## src/acr_defines.svh

```systemverilog
`ifndef ACR_DEFINES_SVH
`define ACR_DEFINES_SVH

// register port map (indices on the 3-bit address port)
`define ACR_ADDR_SELECT 3'h0
`define ACR_ADDR_CTRL 3'h1
`define ACR_ADDR_RES_LO 3'h2
`define ACR_ADDR_RES_HI 3'h3

// input_select_reg fields
`define ACR_SEL_REF_HI 7
`define ACR_SEL_REF_LO 6
`define ACR_SEL_LEFT 5
`define ACR_SEL_MUX_HI 4
`define ACR_SEL_RESET 8'h00

// control register fields
`define ACR_CTL_EN 7
`define ACR_CTL_START 6
`define ACR_CTL_FREE 5
`define ACR_CTL_DONE 4
`define ACR_CTL_IE 3

// reference select encodings
`define ACR_REF_EXT 2'h0
`define ACR_REF_SUPPLY 2'h1
`define ACR_REF_RSVD 2'h2
`define ACR_REF_INT 2'h3

// differential channel range of the input select field
`define ACR_MUX_DIFF_LO 5'h08
`define ACR_MUX_DIFF_HI 5'h1d

// converter clock is mclk divided by (ACR_DIV_LAST + 1)
`define ACR_DIV_LAST 4'h7
// conversion lengths in converter clocks
`define ACR_LEN_FIRST 5'h19
`define ACR_LEN_NORMAL 5'h0d
// successive approximation occupies the ten ticks before the last one
`define ACR_SAR_LEAD 5'h0b
`define ACR_SAR_TAIL 5'h02

// successive approximation register
`define ACR_CODE_MID 10'h200
`define ACR_CODE_ZERO 10'h000
`define ACR_SAR_MSB 4'h9

`endif

```

## src/acr_pkg.sv

```systemverilog
package acr_pkg;

    typedef enum logic [2:0] {
        ACR_SLP_NONE = 3'h0,
        ACR_SLP_IDLE = 3'h1,
        ACR_SLP_NOISE = 3'h2,
        ACR_SLP_PWR_DOWN = 3'h3,
        ACR_SLP_PWR_SAVE = 3'h4,
        ACR_SLP_STANDBY = 3'h5,
        ACR_SLP_EXT_STANDBY = 3'h6
    } acr_sleep_t;

    typedef enum logic [1:0] {
        ACR_IDLE = 2'b00,
        ACR_CONV = 2'b01
    } acr_state_t;

    typedef struct packed {
        logic [9:0] code;
        logic [3:0] idx;
    } acr_sar_regs_t;

    typedef struct packed {
        acr_state_t state;
        logic [7:0] sel;
        logic [1:0] act_ref;
        logic [4:0] act_mux;
        logic enable;
        logic busy;
        logic free_run;
        logic done;
        logic irq_en;
        logic first;
        logic [3:0] div;
        logic [4:0] tick;
        logic [9:0] result;
        logic sar_clear;
        logic sar_step;
        logic halted_q;
        logic [1:0] cmp_sync;
        logic [7:0] rdata;
    } acr_regs_t;

endpackage : acr_pkg

```

## src/acr_sar.sv

```systemverilog
`timescale 1ns/1ns
`include "acr_defines.svh"

module acr_sar (
    input wire logic mclk,
    input wire logic srst_n,
    input wire logic clear,
    input wire logic step,
    input wire logic cmp_hi,
    output logic [9:0] code
);

    acr_pkg::acr_sar_regs_t r;
    acr_pkg::acr_sar_regs_t next_r;

    // binary search: keep the trial bit while the input is at or above the trial level
    always_comb begin
        next_r = r;
        if (clear) begin
            next_r.code = `ACR_CODE_MID;
            next_r.idx = `ACR_SAR_MSB;
        end else if (step) begin
            if (!cmp_hi) begin
                next_r.code[r.idx] = 1'b0;
            end
            if (r.idx != 4'h0) begin
                next_r.code[4'(r.idx - 4'h1)] = 1'b1;
                next_r.idx = 4'(r.idx - 4'h1);
            end
        end
    end

    always_ff @(posedge mclk or negedge srst_n) begin
        if (!srst_n) begin
            r <= '{code: `ACR_CODE_ZERO, idx: 4'h0};
        end else begin
            r <= next_r;
        end
    end

    // an input above the reference keeps every bit, saturating at the top code
    assign code = r.code;

endmodule : acr_sar

```

## src/acr_top.sv

```systemverilog
`timescale 1ns/1ns
`include "acr_defines.svh"

// How it works
// - free-run restart takes up the latest channel selection
// - idle or noise-reduction sleep halt starts conversion automatically
// - completion raises request; it wakes CPU
// - other sleep modes never clear enable
// - result held in result registers once done
// - single-ended result is unsigned ten-bit code
// - differential result is two's-complement ten-bit code
// - top result bit is the sign of a differential result
// - three reference sources selectable
// - reference field encodes external, supply, reserved, internal
// - left-align bit reformats result at once
// - selection changes wait for running conversion to finish
module acr_top (
    input wire logic mclk,
    input wire logic rst_n,
    input wire logic [2:0] addr,
    input wire logic [7:0] wdata,
    input wire logic wr,
    input wire logic rd,
    output logic [7:0] rdata,
    input wire acr_pkg::acr_sleep_t sleep_mode,
    input wire logic cpu_halted,
    input wire logic cmp_in,
    output logic ana_enable,
    output logic [4:0] ana_channel,
    output logic [1:0] ana_reference,
    output logic [9:0] dac_code,
    output logic busy,
    output logic irq_request,
    output logic wake_request
);

    logic [1:0] rst_sync;
    logic srst_n;

    acr_pkg::acr_regs_t r;
    acr_pkg::acr_regs_t next_r;

    logic [9:0] sar_code;
    logic cmp_hi;
    logic conv_tick;
    logic [4:0] conv_len;
    logic last_tick;
    logic in_sar_window;
    logic act_is_diff;
    logic sleep_start;
    logic wr_ctrl;
    logic [9:0] coded_result;
    logic [7:0] res_lo;
    logic [7:0] res_hi;

    // reset asserts at once, releases two edges later
    always_ff @(posedge mclk or negedge rst_n) begin
        if (!rst_n) begin
            rst_sync <= 2'h0;
        end else begin
            rst_sync <= {rst_sync[0], 1'b1};
        end
    end
    assign srst_n = rst_sync[1];

    acr_sar i_acr_sar (
        .mclk(mclk),
        .srst_n(srst_n),
        .clear(r.sar_clear),
        .step(r.sar_step),
        .cmp_hi(cmp_hi),
        .code(sar_code)
    );

    // comparator comes from the analog side, so only the second stage is used
    assign cmp_hi = r.cmp_sync[1];

    assign conv_tick = r.enable && (r.div == `ACR_DIV_LAST);
    assign conv_len = r.first ? `ACR_LEN_FIRST : `ACR_LEN_NORMAL;
    assign last_tick = (r.tick == 5'(conv_len - 5'h01));
    assign in_sar_window = (r.tick >= 5'(conv_len - `ACR_SAR_LEAD))
        && (r.tick <= 5'(conv_len - `ACR_SAR_TAIL));

    assign act_is_diff = (r.act_mux >= `ACR_MUX_DIFF_LO) && (r.act_mux <= `ACR_MUX_DIFF_HI);

    // offset-binary search becomes two's complement by flipping the top bit
    assign coded_result = act_is_diff ? {~sar_code[9], sar_code[8:0]} : sar_code;

    // the CPU must have armed enable, single mode and the interrupt beforehand
    assign sleep_start = cpu_halted && !r.halted_q && r.enable && !r.busy && !r.free_run
        && r.irq_en
        && ((sleep_mode == acr_pkg::ACR_SLP_IDLE)
        || (sleep_mode == acr_pkg::ACR_SLP_NOISE));

    assign wr_ctrl = wr && (addr == `ACR_ADDR_CTRL);

    // alignment uses the live bit, so it changes a held result without a new conversion
    always_comb begin
        if (r.sel[`ACR_SEL_LEFT]) begin
            res_lo = {r.result[1:0], 6'h00};
            res_hi = r.result[9:2];
        end else begin
            res_lo = r.result[7:0];
            res_hi = {6'h00, r.result[9:8]};
        end
    end

    always_comb begin
        next_r = r;
        next_r.cmp_sync = {r.cmp_sync[0], cmp_in};
        next_r.halted_q = cpu_halted;
        next_r.sar_clear = 1'b0;
        next_r.sar_step = 1'b0;

        // converter clock prescaler only runs while enabled
        if (!r.enable || (r.div == `ACR_DIV_LAST)) begin
            next_r.div = 4'h0;
        end else begin
            next_r.div = 4'(r.div + 4'h1);
        end

        // software side of the selection is always writable
        if (wr && (addr == `ACR_ADDR_SELECT)) begin
            next_r.sel = wdata;
        end

        if (wr_ctrl) begin
            next_r.enable = wdata[`ACR_CTL_EN];
            next_r.free_run = wdata[`ACR_CTL_FREE];
            next_r.irq_en = wdata[`ACR_CTL_IE];
            if (!r.enable && wdata[`ACR_CTL_EN]) begin
                next_r.first = 1'b1;
            end
            // writing zero to the start bit is ignored; start needs enable in the same write
            if (wdata[`ACR_CTL_START] && wdata[`ACR_CTL_EN]) begin
                next_r.busy = 1'b1;
            end
            if (wdata[`ACR_CTL_DONE]) begin
                next_r.done = 1'b0;
            end
        end

        // sleep modes never touch enable; only idle and noise reduction start work
        if (sleep_start) begin
            next_r.busy = 1'b1;
        end

        unique case (r.state)
            acr_pkg::ACR_IDLE: begin
                // selection tracks software freely until a conversion begins
                next_r.act_ref = r.sel[`ACR_SEL_REF_HI:`ACR_SEL_REF_LO];
                next_r.act_mux = r.sel[`ACR_SEL_MUX_HI:0];
                // a start written now begins on the next converter clock, then locks
                if (r.busy && conv_tick) begin
                    next_r.state = acr_pkg::ACR_CONV;
                    next_r.tick = 5'h00;
                    next_r.sar_clear = 1'b1;
                end
            end
            acr_pkg::ACR_CONV: begin
                if (conv_tick) begin
                    next_r.tick = 5'(r.tick + 5'h01);
                    if (in_sar_window) begin
                        next_r.sar_step = 1'b1;
                    end
                    if (last_tick) begin
                        // result only moves here; it stands until the next completion
                        next_r.result = coded_result;
                        next_r.done = 1'b1;
                        next_r.first = 1'b0;
                        // pending selection takes effect only now
                        next_r.act_ref = r.sel[`ACR_SEL_REF_HI:`ACR_SEL_REF_LO];
                        next_r.act_mux = r.sel[`ACR_SEL_MUX_HI:0];
                        if (r.free_run) begin
                            // restart at once; a later write lands mid-conversion and waits
                            next_r.tick = 5'h00;
                            next_r.sar_clear = 1'b1;
                        end else begin
                            next_r.busy = 1'b0;
                            next_r.state = acr_pkg::ACR_IDLE;
                        end
                    end
                end
            end
        endcase

        // disable aborts a conversion and arms the extended first one
        if (wr_ctrl && !wdata[`ACR_CTL_EN]) begin
            next_r.state = acr_pkg::ACR_IDLE;
            next_r.busy = 1'b0;
            next_r.first = 1'b1;
        end

        // read data stand only in the cycle after the strobe
        next_r.rdata = 8'h00;
        if (rd) begin
            unique case (addr)
                `ACR_ADDR_SELECT: next_r.rdata = r.sel;
                `ACR_ADDR_CTRL: next_r.rdata = {r.enable, r.busy, r.free_run, r.done,
                    r.irq_en, 3'h0};
                `ACR_ADDR_RES_LO: next_r.rdata = res_lo;
                `ACR_ADDR_RES_HI: next_r.rdata = res_hi;
                default: next_r.rdata = 8'h00;
            endcase
        end
    end

    always_ff @(posedge mclk or negedge srst_n) begin
        if (!srst_n) begin
            r <= '{
                state: acr_pkg::ACR_IDLE,
                sel: `ACR_SEL_RESET,
                act_ref: `ACR_REF_EXT,
                act_mux: 5'h00,
                enable: 1'b0,
                busy: 1'b0,
                free_run: 1'b0,
                done: 1'b0,
                irq_en: 1'b0,
                first: 1'b1,
                div: 4'h0,
                tick: 5'h00,
                result: `ACR_CODE_ZERO,
                sar_clear: 1'b0,
                sar_step: 1'b0,
                halted_q: 1'b0,
                cmp_sync: 2'h0,
                rdata: 8'h00
            };
        end else begin
            r <= next_r;
        end
    end

    assign rdata = r.rdata;
    assign ana_enable = r.enable;
    assign ana_channel = r.act_mux;
    assign ana_reference = r.act_ref;
    assign dac_code = sar_code;
    assign busy = r.busy;
    // request stays pending even if the CPU woke for something else
    assign irq_request = r.done && r.irq_en;
    assign wake_request = irq_request;

endmodule : acr_top

```

## config.mk

```make
export PLATFORM = sky130hd
export DESIGN_NAME = acr_top
export DESIGN_NICKNAME = d
export VERILOG_FILES = /design/src/acr_pkg.sv /design/src/acr_sar.sv /design/src/acr_top.sv
export VERILOG_INCLUDE_DIRS = /design/src
export SDC_FILE = /design/constraint.sdc
export NUM_CORES = 1
export LEC_CHECK = 0
export BUFFER_PORTS_ARGS = -buffer_cell sky130_fd_sc_hd__buf_2
export CORE_MARGIN = 2
export CORE_UTILIZATION = 40
export CTS_BUF_LIST = sky130_fd_sc_hd__clkbuf_8
export DETAILED_ROUTE_END_ITERATION = 8
export PLACE_DENSITY_LB_ADDON = 0.25
export SYNTH_ARGS = -nofsm -noshare
export SYNTH_HDL_FRONTEND = slang
export SYNTH_SLANG_ARGS = --single-unit
```

## constraint.sdc

```tcl
create_clock -name mclk -period 2.5 [get_ports mclk]
set_input_delay 0.5 -clock mclk [delete_from_list [all_inputs] [get_ports mclk]]
set_output_delay 0.5 -clock mclk [all_outputs]
set_load 0.005 [all_outputs]
```

==> flow_summary_export.csv, run 1 <==
group,metric,value,unit
synthesis,synthesis.nets,355,
die,die_area,9600,µm²
global_routing,grt_pass1_vias,2377,
synthesis,synth_top_cell_by_area,"dfrtp_1",
global_routing,grt_start_max_net_pins,45,
cts,clk_path_buf_depth,2,
final_layout,antenna_cells,0,
cts,clkSinkCount,70,
timing,drv_slew,0,
setup_path,crit_cells,6,
placement,placed_cell_area,3660,µm²
setup_path,worstPathArrival,2350,ps
setup_path,startpoint_type,"register",
setup_path,worstSetupEndpoint,"ana_channel[0]",
setup_path,cpMaxStageDelayCell,"dfstp_2",
global_routing,grt_overflow,0,
synthesis,yosys.area.top_type_share,48.9,%
cts,root_buffer,"clkbuf_8",
route,drt_first_pass_iters,6,
cts,cts_setup_buffers,0,
final_layout,final_area,3890,µm²
hold_path,hp-class,"input port to register",
synthesis,synthArstFlopShare,100,%
setup_path,cpPeakStageDelay,550,ps
die,rows,34,
cts,clk_transition_reported_paths,80,ps
synthesis,synth_top_cells_by_area,"dfrtp_1 49%, mux2_2 6.4%, buf_4 5.9%, o21ai_0 3.7%, a21oi_1 3.4%",
route,wire_per_inst,15.7,µm
timing,clock_skew,7.87,ps
setup_path,crit_buf_inv,1,
pwr,p_leak,1.79,nW
timing,rsz0062_at_grt,"false",
final_layout,syn_to_final_growth,10.1,%
final_layout,drive_above_1_share,28.2,%
die,die_y,98.0,µm
setup_path,critPathLaunch,"r[32]",
synthesis,syn_area_per_cell,10.8,µm²
outcome,outcome,"completed",
die,pin_count,49,
synthesis,syn_area,3530,µm²
setup_path,reg2regPathDepth,6,
timing,tightest_slew,991,ps
synthesis,ys_ff_latch,70,
die,coreArea,8640,µm²
pwr,peakVddDrop,0.306,mV
timing,fin_crit_sh,84.5,%
final_layout,nNetsFinal,378,
die,initial_core_util,40.9,%
synthesis,yosysWarningCount,0,
placement,hpwl,5140,µm
setup_path,reg2reg_slack,390,ps
timing,whs,254,ps
global_routing,groute.usage.overall,16.1,%
cts,htree_levels,3,
global_routing,antenna_found_initial,0,
timing,fin_tns_setup,0,ps
route,vias,2470,
route,drc,0,
route,drt-total-wl,7280,µm
timing,max_freq,474,MHz
route,ant_nets,0,
timing,finalHoldViolCount,0,
timing,timing.final.crit_period,2110,ps
route,viasPerCell,5.33,
die,die_w,98.0,µm
setup_path,critPathMaxFanout,7,
job,cap_viol_max_count,0,
synthesis,seq_area_frac_synth,49.6,%
placement,place.gp.congestion,0.815,
pwr,p_per_area,715,nW/µm²
setup_path,r2r-end,"ana_channel[0]",
setup_path,cpLargestDelayFamily,"simple AND/OR/NAND/NOR gates",
route,drt_iter0_drc,139,
setup_path,cp.required,2740,ps
setup_path,path_cells,"inv_1 > ha_1 > and4b_4 > nand2_1 > nand2_2 > mux2_2",
synthesis,synth_ff_type,"dfrtp_1",
timing,finalSetupViolCount,0,
synthesis,yosysUniqueCellTypes,52,
placement,io_buffers,48,
setup_path,cp-end-kind,"register",
cts,cts_made_buffers,9,
timing,relSlewSlack,33.9,%
synthesis,synth_cells,327,
final_layout,final_core_util,45.0,%
setup_path,criticalPathCategory,"register to register",
cts,clock_latency,350,ps
global_routing,grt_pass1_wl,12200,µm
pwr,total_power,2.78,mW
setup_path,worst_r2r_startpoint,"r[32]",
synthesis,synth-edff-count,0,
cts,cts_tree,"yes",
-- synth_stat cells (all sizes together), types with 2 or more instances --
cell type  instances
nand3b             2
a211oi             7
o21ai             26
a21oi             24
a22oi              2
nand2             20
inv                9
clkbuf             5
nor2b              4
and4b              2
a32oi              2
nand3              8
o22ai              2
buf               35
ha                 8
o311ai             2
and3               4
nand4b             3
mux2              26
nor3               6
dfrtp             69
o31ai              2
xor2               3
nand2b            12
mux2i              7
nor4b              2
nor2              19
-- layer usage --
metal / global-route usage [%] / routed length (µm)
met5: 0 / 0
met3: 6.01 / 419
met2: 24.9 / 3450
met4: 4.70 / 87
met1: 21.2 / 3320
-- final cells by class --
type / count / area [µm²]
flip-flops and latches: 70 / 1750
repair buffers: 52 / 273
multi-input cells: 208 / 1480
fillers: 848 / 4750
well taps: 108 / 135
clock inverters: 7 / 90.1
inverters: 9 / 33.8
clock buffers: 9 / 124
-- registers in the layout, summed over array words and instances (netlist names) --
| signal | flops |
|---|---|
| i_acr_sar.code | 10 |
| r | 35 |
| ana_reference | 2 |
| cmp_hi | 1 |
| ana_channel | 5 |
| ana_enable | 1 |
| rdata | 8 |
| rst_sync | 2 |
| busy | 1 |
| next_r | 1 |
| i_acr_sar.r | 4 |
-- logic make-up (layout without fill, tap and decap cells) --
kind of cell    Yosys count  in the layout  synth area share, %
simple gates             87             87                 13.9
fa+ha+maj                 8              8                 2.83
xor+xnor                  4              4                0.992
buf+inv                  49             77                 8.53
mux                      33             33                 10.8
flops                    70             70                 49.6
other cells               1              1                0.106
compound gates           75             75                 13.2
-- power breakdown --
group / leakage (nW) / internal, mW / switching (mW)
Clock: 0.110 / 0.556 / 0.447
Sequential: 0.908 / 1.26 / 0.156
Combinational: 0.771 / 0.194 / 0.168
Total: 1.79 / 2.01 / 0.772
-- cells in the final DEF (no fill, tap or decap), types with 3 or more instances in the layout --
| master | n |
|---|---|
| a211oi_1 | 7 |
| a21oi_1 | 24 |
| and3_1 | 4 |
| buf_2 | 48 |
| buf_4 | 3 |
| clkbuf_8 | 9 |
| dfrtp_1 | 68 |
| ha_1 | 8 |
| inv_1 | 10 |
| mux2_2 | 20 |
| mux2_4 | 5 |
| mux2i_1 | 7 |
| nand2_1 | 19 |
| nand2b_1 | 12 |
| nand3_1 | 7 |
| nand4b_1 | 3 |
| nor2_1 | 19 |
| nor2b_1 | 4 |
| nor3_1 | 6 |
| o21ai_0 | 26 |
| xor2_1 | 3 |
-- worst min-delay path by stage --
stage / from / endpoint / slack [ps] / cells past startpoint
finish: cmp_in / next_r[9] / 250 / 1
global route: cmp_in / next_r[9] / 230 / 1
CTS: cmp_in / next_r[9] / 250 / 1
detailed placement: rst_n / rst_sync[0] / 290 / 1
global placement: rst_n / rst_sync[0] / 290 / 1
floorplan: rst_n / rst_sync[0] / 200 / 0
-- stage by stage --
stage / cells / setup slack, ps
after global routing: 463 / 292
after global placement: 446 / 462
final: 463 / 388
after CTS: 463 / 382
after detailed placement: 446 / 430
after floorplan: 327 / 408
-- timing repair --
item                                   in CTS  in global routing
gates resized for setup                     0                  0
hold buffers                                1                  0
endpoints found under the hold margin       2                  0
Power figures use the tool's default switching activity.
==> run 2: changes to the inputs <==
==> constraint.sdc (replaced) <==
create_clock -name mclk -period 2.12 [get_ports mclk]
set_input_delay 0.424 -clock mclk [delete_from_list [all_inputs] [get_ports mclk]]
set_output_delay 0.424 -clock mclk [all_outputs]
set_load 0.005 [all_outputs]
==> flow_summary_export.csv, run 2 (same netlist as run 1, synthesis figures left out) <==
group,metric,value,unit
route,drt-total-wl,7180,µm
global_routing,groute.usage.overall,15.7,%
hold_path,hp-class,"input port to register",
pwr,p_per_area,818,nW/µm²
timing,setup_ws,162,ps
die,die_y,98.0,µm
pwr,peakVddDrop,0.279,mV
final_layout,antenna_cells,0,
outcome,outcome,"completed",
cts,clkSinkCount,70,
die,rows,34,
final_layout,top_register,"r",
setup_path,worstPathArrival,2190,ps
placement,io_buffers,48,
timing,finalSetupViolCount,0,
route,viasPerCell,5.18,
setup_path,startpoint_type,"register",
final_layout,final_area,3940,µm²
final_layout,drive_above_1_share,29.5,%
timing,whs,179,ps
timing,fin_crit_sh,92.4,%
pwr,total_power,3.22,mW
placement,detailedPlace.worstSlack,36.8,ps
cts,htree_levels,3,
global_routing,antenna_found_initial,0,
global_routing,grt_pass1_wl,12000,µm
cts,clock_latency,350,ps
route,ant_nets,0,
die,die_area,9600,µm²
pwr,netSwitchingPower,0.945,mW
cts,root_buffer,"clkbuf_8",
timing,tightest_slew,504,ps
pwr,pwr-share-seq,51.5,%
die,pin_count,49,
die,die_w,98.0,µm
final_layout,largest_register_ffs,35,
placement,placed_cell_area,3700,µm²
final_layout,layout_common_cells,"68 x dfrtp_1, 48 x buf_2, 26 x o21ai_0",
die,initial_core_util,40.9,%
placement,place.gp.congestion,0.830,
job,cap_viol_max_count,0,
setup_path,cp-end-kind,"register",
timing,max_freq,511,MHz
pwr,clkPwrFrac,34.1,%
timing,clock_skew,10.5,ps
pwr,p_int,2.27,mW
timing,fin_tns_setup,0,ps
final_layout,nNetsFinal,382,
global_routing,grt_pass1_vias,2369,
timing,finalHoldViolCount,0,
final_layout,final_common_cell,"dfrtp_1",
global_routing,grt_start_max_net_pins,37,
cts,clk_path_buf_depth,2,
route,drt_iter0_drc,81,
setup_path,criticalPathCategory,"register to register",
timing,rsz0062_at_grt,"false",
route,vias,2421,
pwr,p_leak,1.80,nW
timing,drv_slew,0,
cts,cts_made_buffers,9,
placement,hpwl,5150,µm
cts,clk_transition_reported_paths,80,ps
route,drt_first_pass_iters,4,
timing,timing.final.crit_period,1960,ps
timing,relSlewSlack,66.0,%
die,coreArea,8640,µm²
final_layout,syn_to_final_growth,11.4,%
route,drc,0,
setup_path,cp.required,2360,ps
pwr,swShare,29.4,%
cts,cts_tree,"yes",
pwr,power_frac_comb,14.3,%
setup_path,critPathMaxFanout,14,
route,wire_per_inst,15.4,µm
global_routing,grt_overflow,0,
[run 2: worst paths after layout]
path                              from   endpoint  slack [ps]  cells after the start
min                             cmp_in  next_r[9]         180                      1
min reg2reg                rst_sync[1]      r[27]         200                      0
max                              r[32]      r[20]         160                      5
max reg2reg                      r[32]      r[20]         160                      5
min in group asynchronous  rst_sync[1]      r[27]         200                      0
max in group asynchronous  rst_sync[1]      r[32]        1340                      1
[run 2: layout make-up]
type,count,area (µm²)
tap,108,135
clock inverter,7,73.8
inverter,9,33.8
multi-input combinational,208,1500
timing repair buffer,56,315
fill,843,4700
sequential,70,1750
clock buffer,9,124
[run 2: stage by stage]
step	utilization (%)	instances
floorplan	-	327
global placement	42.8	449
detailed placement	42.8	449
CTS	45.2	466
global route	45.6	467
finish	45.6	467
[run 2: repair_timing]
item | 4_1_cts | 5_1_grt
endpoints found under the hold margin | 2 | 0
setup endpoints to repair | 0 | 8
setup buffers | 0 | 1
hold buffers | 1 | 0
gates resized for setup | 0 | 3
[run 2: metal layers]
metal / GRT usage (%) / vias up / share of wire (%)
li1: - / 1186 / -
met4: 6.73 / 0 / 1.8
met3: 3.79 / 11 / 4.6
met5: 0 / - / 0
met2: 24.2 / 47 / 45
met1: 21.2 / 1177 / 49
[run 2: critical path: stages, from the launching register on]
cell and delay, ps:
dfstp_2 550, inv_1 80, ha_1 330, and4b_4 310, nand3_4 210, mux2_4 360
[run 2: power groups by stage]
stage	sequential [mW]	combinational, mW	clock (mW)
2_1_floorplan	1.63	0.385	0
3_3_place_gp	1.68	0.455	0
3_5_place_dp	1.68	0.465	0
4_1_cts	1.66	0.469	1.12
5_1_grt	1.68	0.517	1.19
6_report	1.66	0.462	1.10
==> run 3: changes to the inputs <==
--- a/config.mk
+++ b/config.mk
@@ -6,8 +6,10 @@
 export SDC_FILE = /design/constraint.sdc
 export NUM_CORES = 1
 export LEC_CHECK = 0
+export ABC_CLOCK_PERIOD_IN_PS = 2120
 export BUFFER_PORTS_ARGS = -buffer_cell sky130_fd_sc_hd__buf_2
-export CORE_MARGIN = 2
+export CORE_ASPECT_RATIO = 1.25
+export CORE_MARGIN = 10
 export CORE_UTILIZATION = 40
 export CTS_BUF_LIST = sky130_fd_sc_hd__clkbuf_8
 export DETAILED_ROUTE_END_ITERATION = 8
==> flow_summary_export.csv, run 3 (same netlist as run 1, synthesis figures left out) <==
group,metric,value,unit
outcome,outcome,"completed",
route,drt_iter0_drc,98,
route,ant_nets,0,
final_layout,syn_to_final_growth,12.0,%
final_layout,fill_cells,838,
timing,rsz0062_at_grt,"false",
global_routing,grt_pass1_vias,2525,
placement,io_buffers,48,
timing,finalSetupViolCount,0,
cts,clk_path_buf_depth,2,
hold_path,hp-class,"input port to register",
final_layout,final_common_cell,"dfrtp_1",
cts,clk_transition_reported_paths,80,ps
setup_path,startpoint_type,"register",
final_layout,antenna_cells,0,
timing,clock_skew,8.51,ps
pwr,power_frac_comb,13.8,%
timing,max_freq,504,MHz
pwr,pwr-share-seq,50.0,%
pwr,clkPwrFrac,36.2,%
global_routing,groute.usage.overall,11.5,%
cts,htree_levels,3,
timing,setup_ws,135,ps
die,pin_count,49,
timing,drv_slew,0,
die,die_y,125,µm
route,drt_first_pass_iters,4,
route,wire_per_inst,15.5,µm
timing,fin_tns_setup,0,ps
die,initial_core_util,40.8,%
final_layout,layout_common_cells,"68 x dfrtp_1, 48 x buf_2, 26 x o21ai_0",
timing,relSlewSlack,64.2,%
timing,fin_crit_sh,93.6,%
setup_path,critPathMaxFanout,14,
pwr,total_power,3.31,mW
job,cap_viol_max_count,0,
die,die_area,13000,µm²
pwr,p_per_area,836,nW/µm²
die,rows,38,
placement,hpwl,5500,µm
setup_path,worstPathArrival,2210,ps
cts,cts_tree,"yes",
placement,place.gp.congestion,0.818,
final_layout,largest_register_ffs,35,
route,drc,0,
timing,timing.final.crit_period,1990,ps
pwr,swShare,27.9,%
cts,cts_made_buffers,9,
global_routing,antenna_found_initial,0,
setup_path,cp.required,2340,ps
timing,finalHoldViolCount,0,
pwr,peakVddDrop,0.343,mV
route,vias,2433,
pwr,netSwitchingPower,0.924,mW
final_layout,top_register,"r",
final_layout,final_core_util,45.7,%
setup_path,cp-end-kind,"register",
pwr,p_leak,1.80,nW
placement,detailedPlace.worstSlack,43.7,ps
global_routing,grt_overflow,0,
route,drt-total-wl,7390,µm
cts,clock_latency,340,ps
cts,clkSinkCount,70,
timing,tightest_slew,532,ps
final_layout,nNetsFinal,380,
final_layout,drive_above_1_share,29.4,%
setup_path,criticalPathCategory,"register to register",
global_routing,grt_start_max_net_pins,69,
die,coreArea,8650,µm²
global_routing,grt_pass1_wl,12300,µm
cts,root_buffer,"clkbuf_8",
die,die_w,104,µm
route,viasPerCell,5.10,
pwr,p_int,2.39,mW
[run 3: cell count changes in the layout (fill, tap and decap cells not counted), sizes merged]
cell and delta:
clkinvlp -1, clkinv +2, buf -2, inv -2, bufinv +1
[run 3: worst paths after layout]
check	from	to	slack, ps	cells after the start
setup / recovery	r[32]	r[19]	130	5
hold / removal	cmp_in	next_r[9]	190	1
setup reg to reg	r[32]	r[19]	130	5
hold reg to reg	rst_sync[1]	r[23]	270	1
max in group asynchronous	rst_sync[1]	r[32]	1540	1
min in group asynchronous	rst_sync[1]	r[23]	270	1
[run 3: power groups by stage]
stage / clock network, mW / registers, mW / logic, mW
global placement: 0 / 1.68 / 0.454
global route: 1.28 / 1.69 / 0.519
CTS: 1.23 / 1.66 / 0.468
detailed placement: 0 / 1.68 / 0.465
finish: 1.20 / 1.65 / 0.458
floorplan: 0 / 1.63 / 0.385
[run 3: layer usage]
layer | vias up | share of wire (%) | global-route usage [%]
met5 | - | 0 | 0
li1 | 1187 | - | -
met3 | 13 | 4.5 | 3.65
met4 | 0 | 2.1 | 4.92
met2 | 53 | 51 | 19.7
met1 | 1180 | 43 | 12.8
[run 3: worst max-delay path: stages, from the launching register on]
cell and delay [ps]:
dfstp_2 550, inv_1 90, ha_1 330, and4b_4 310, nand3_4 210, mux2_4 360
[run 3: area by class of cell]
class,instances,area [µm²],share of cell area [%]
Multi-Input combinational cell,208,1500,37.9
Timing Repair Buffer,54,300,7.59
Tap cell,120,150,3.79
Clock buffer,9,124,3.13
Sequential cell,70,1750,44.3
Clock inverter,7,97.6,2.47
Inverter,9,33.8,0.853
[run 3: through the flow]
stage	cell area [µm²]	hold WS [ps]	std cells
after floorplan	3530	128	327
after global placement	3710	209	460
after detailed placement	3710	211	460
after CTS	3940	174	477
after global routing	3960	167	477
final	3960	192	477
[run 3: timing repair]
action | CTS | global route
endpoints found under the hold margin | 2 | 0
resized for setup | 0 | 3
setup buffers | 0 | 0
setup endpoints to repair | 0 | 14
hold buffers | 1 | 0
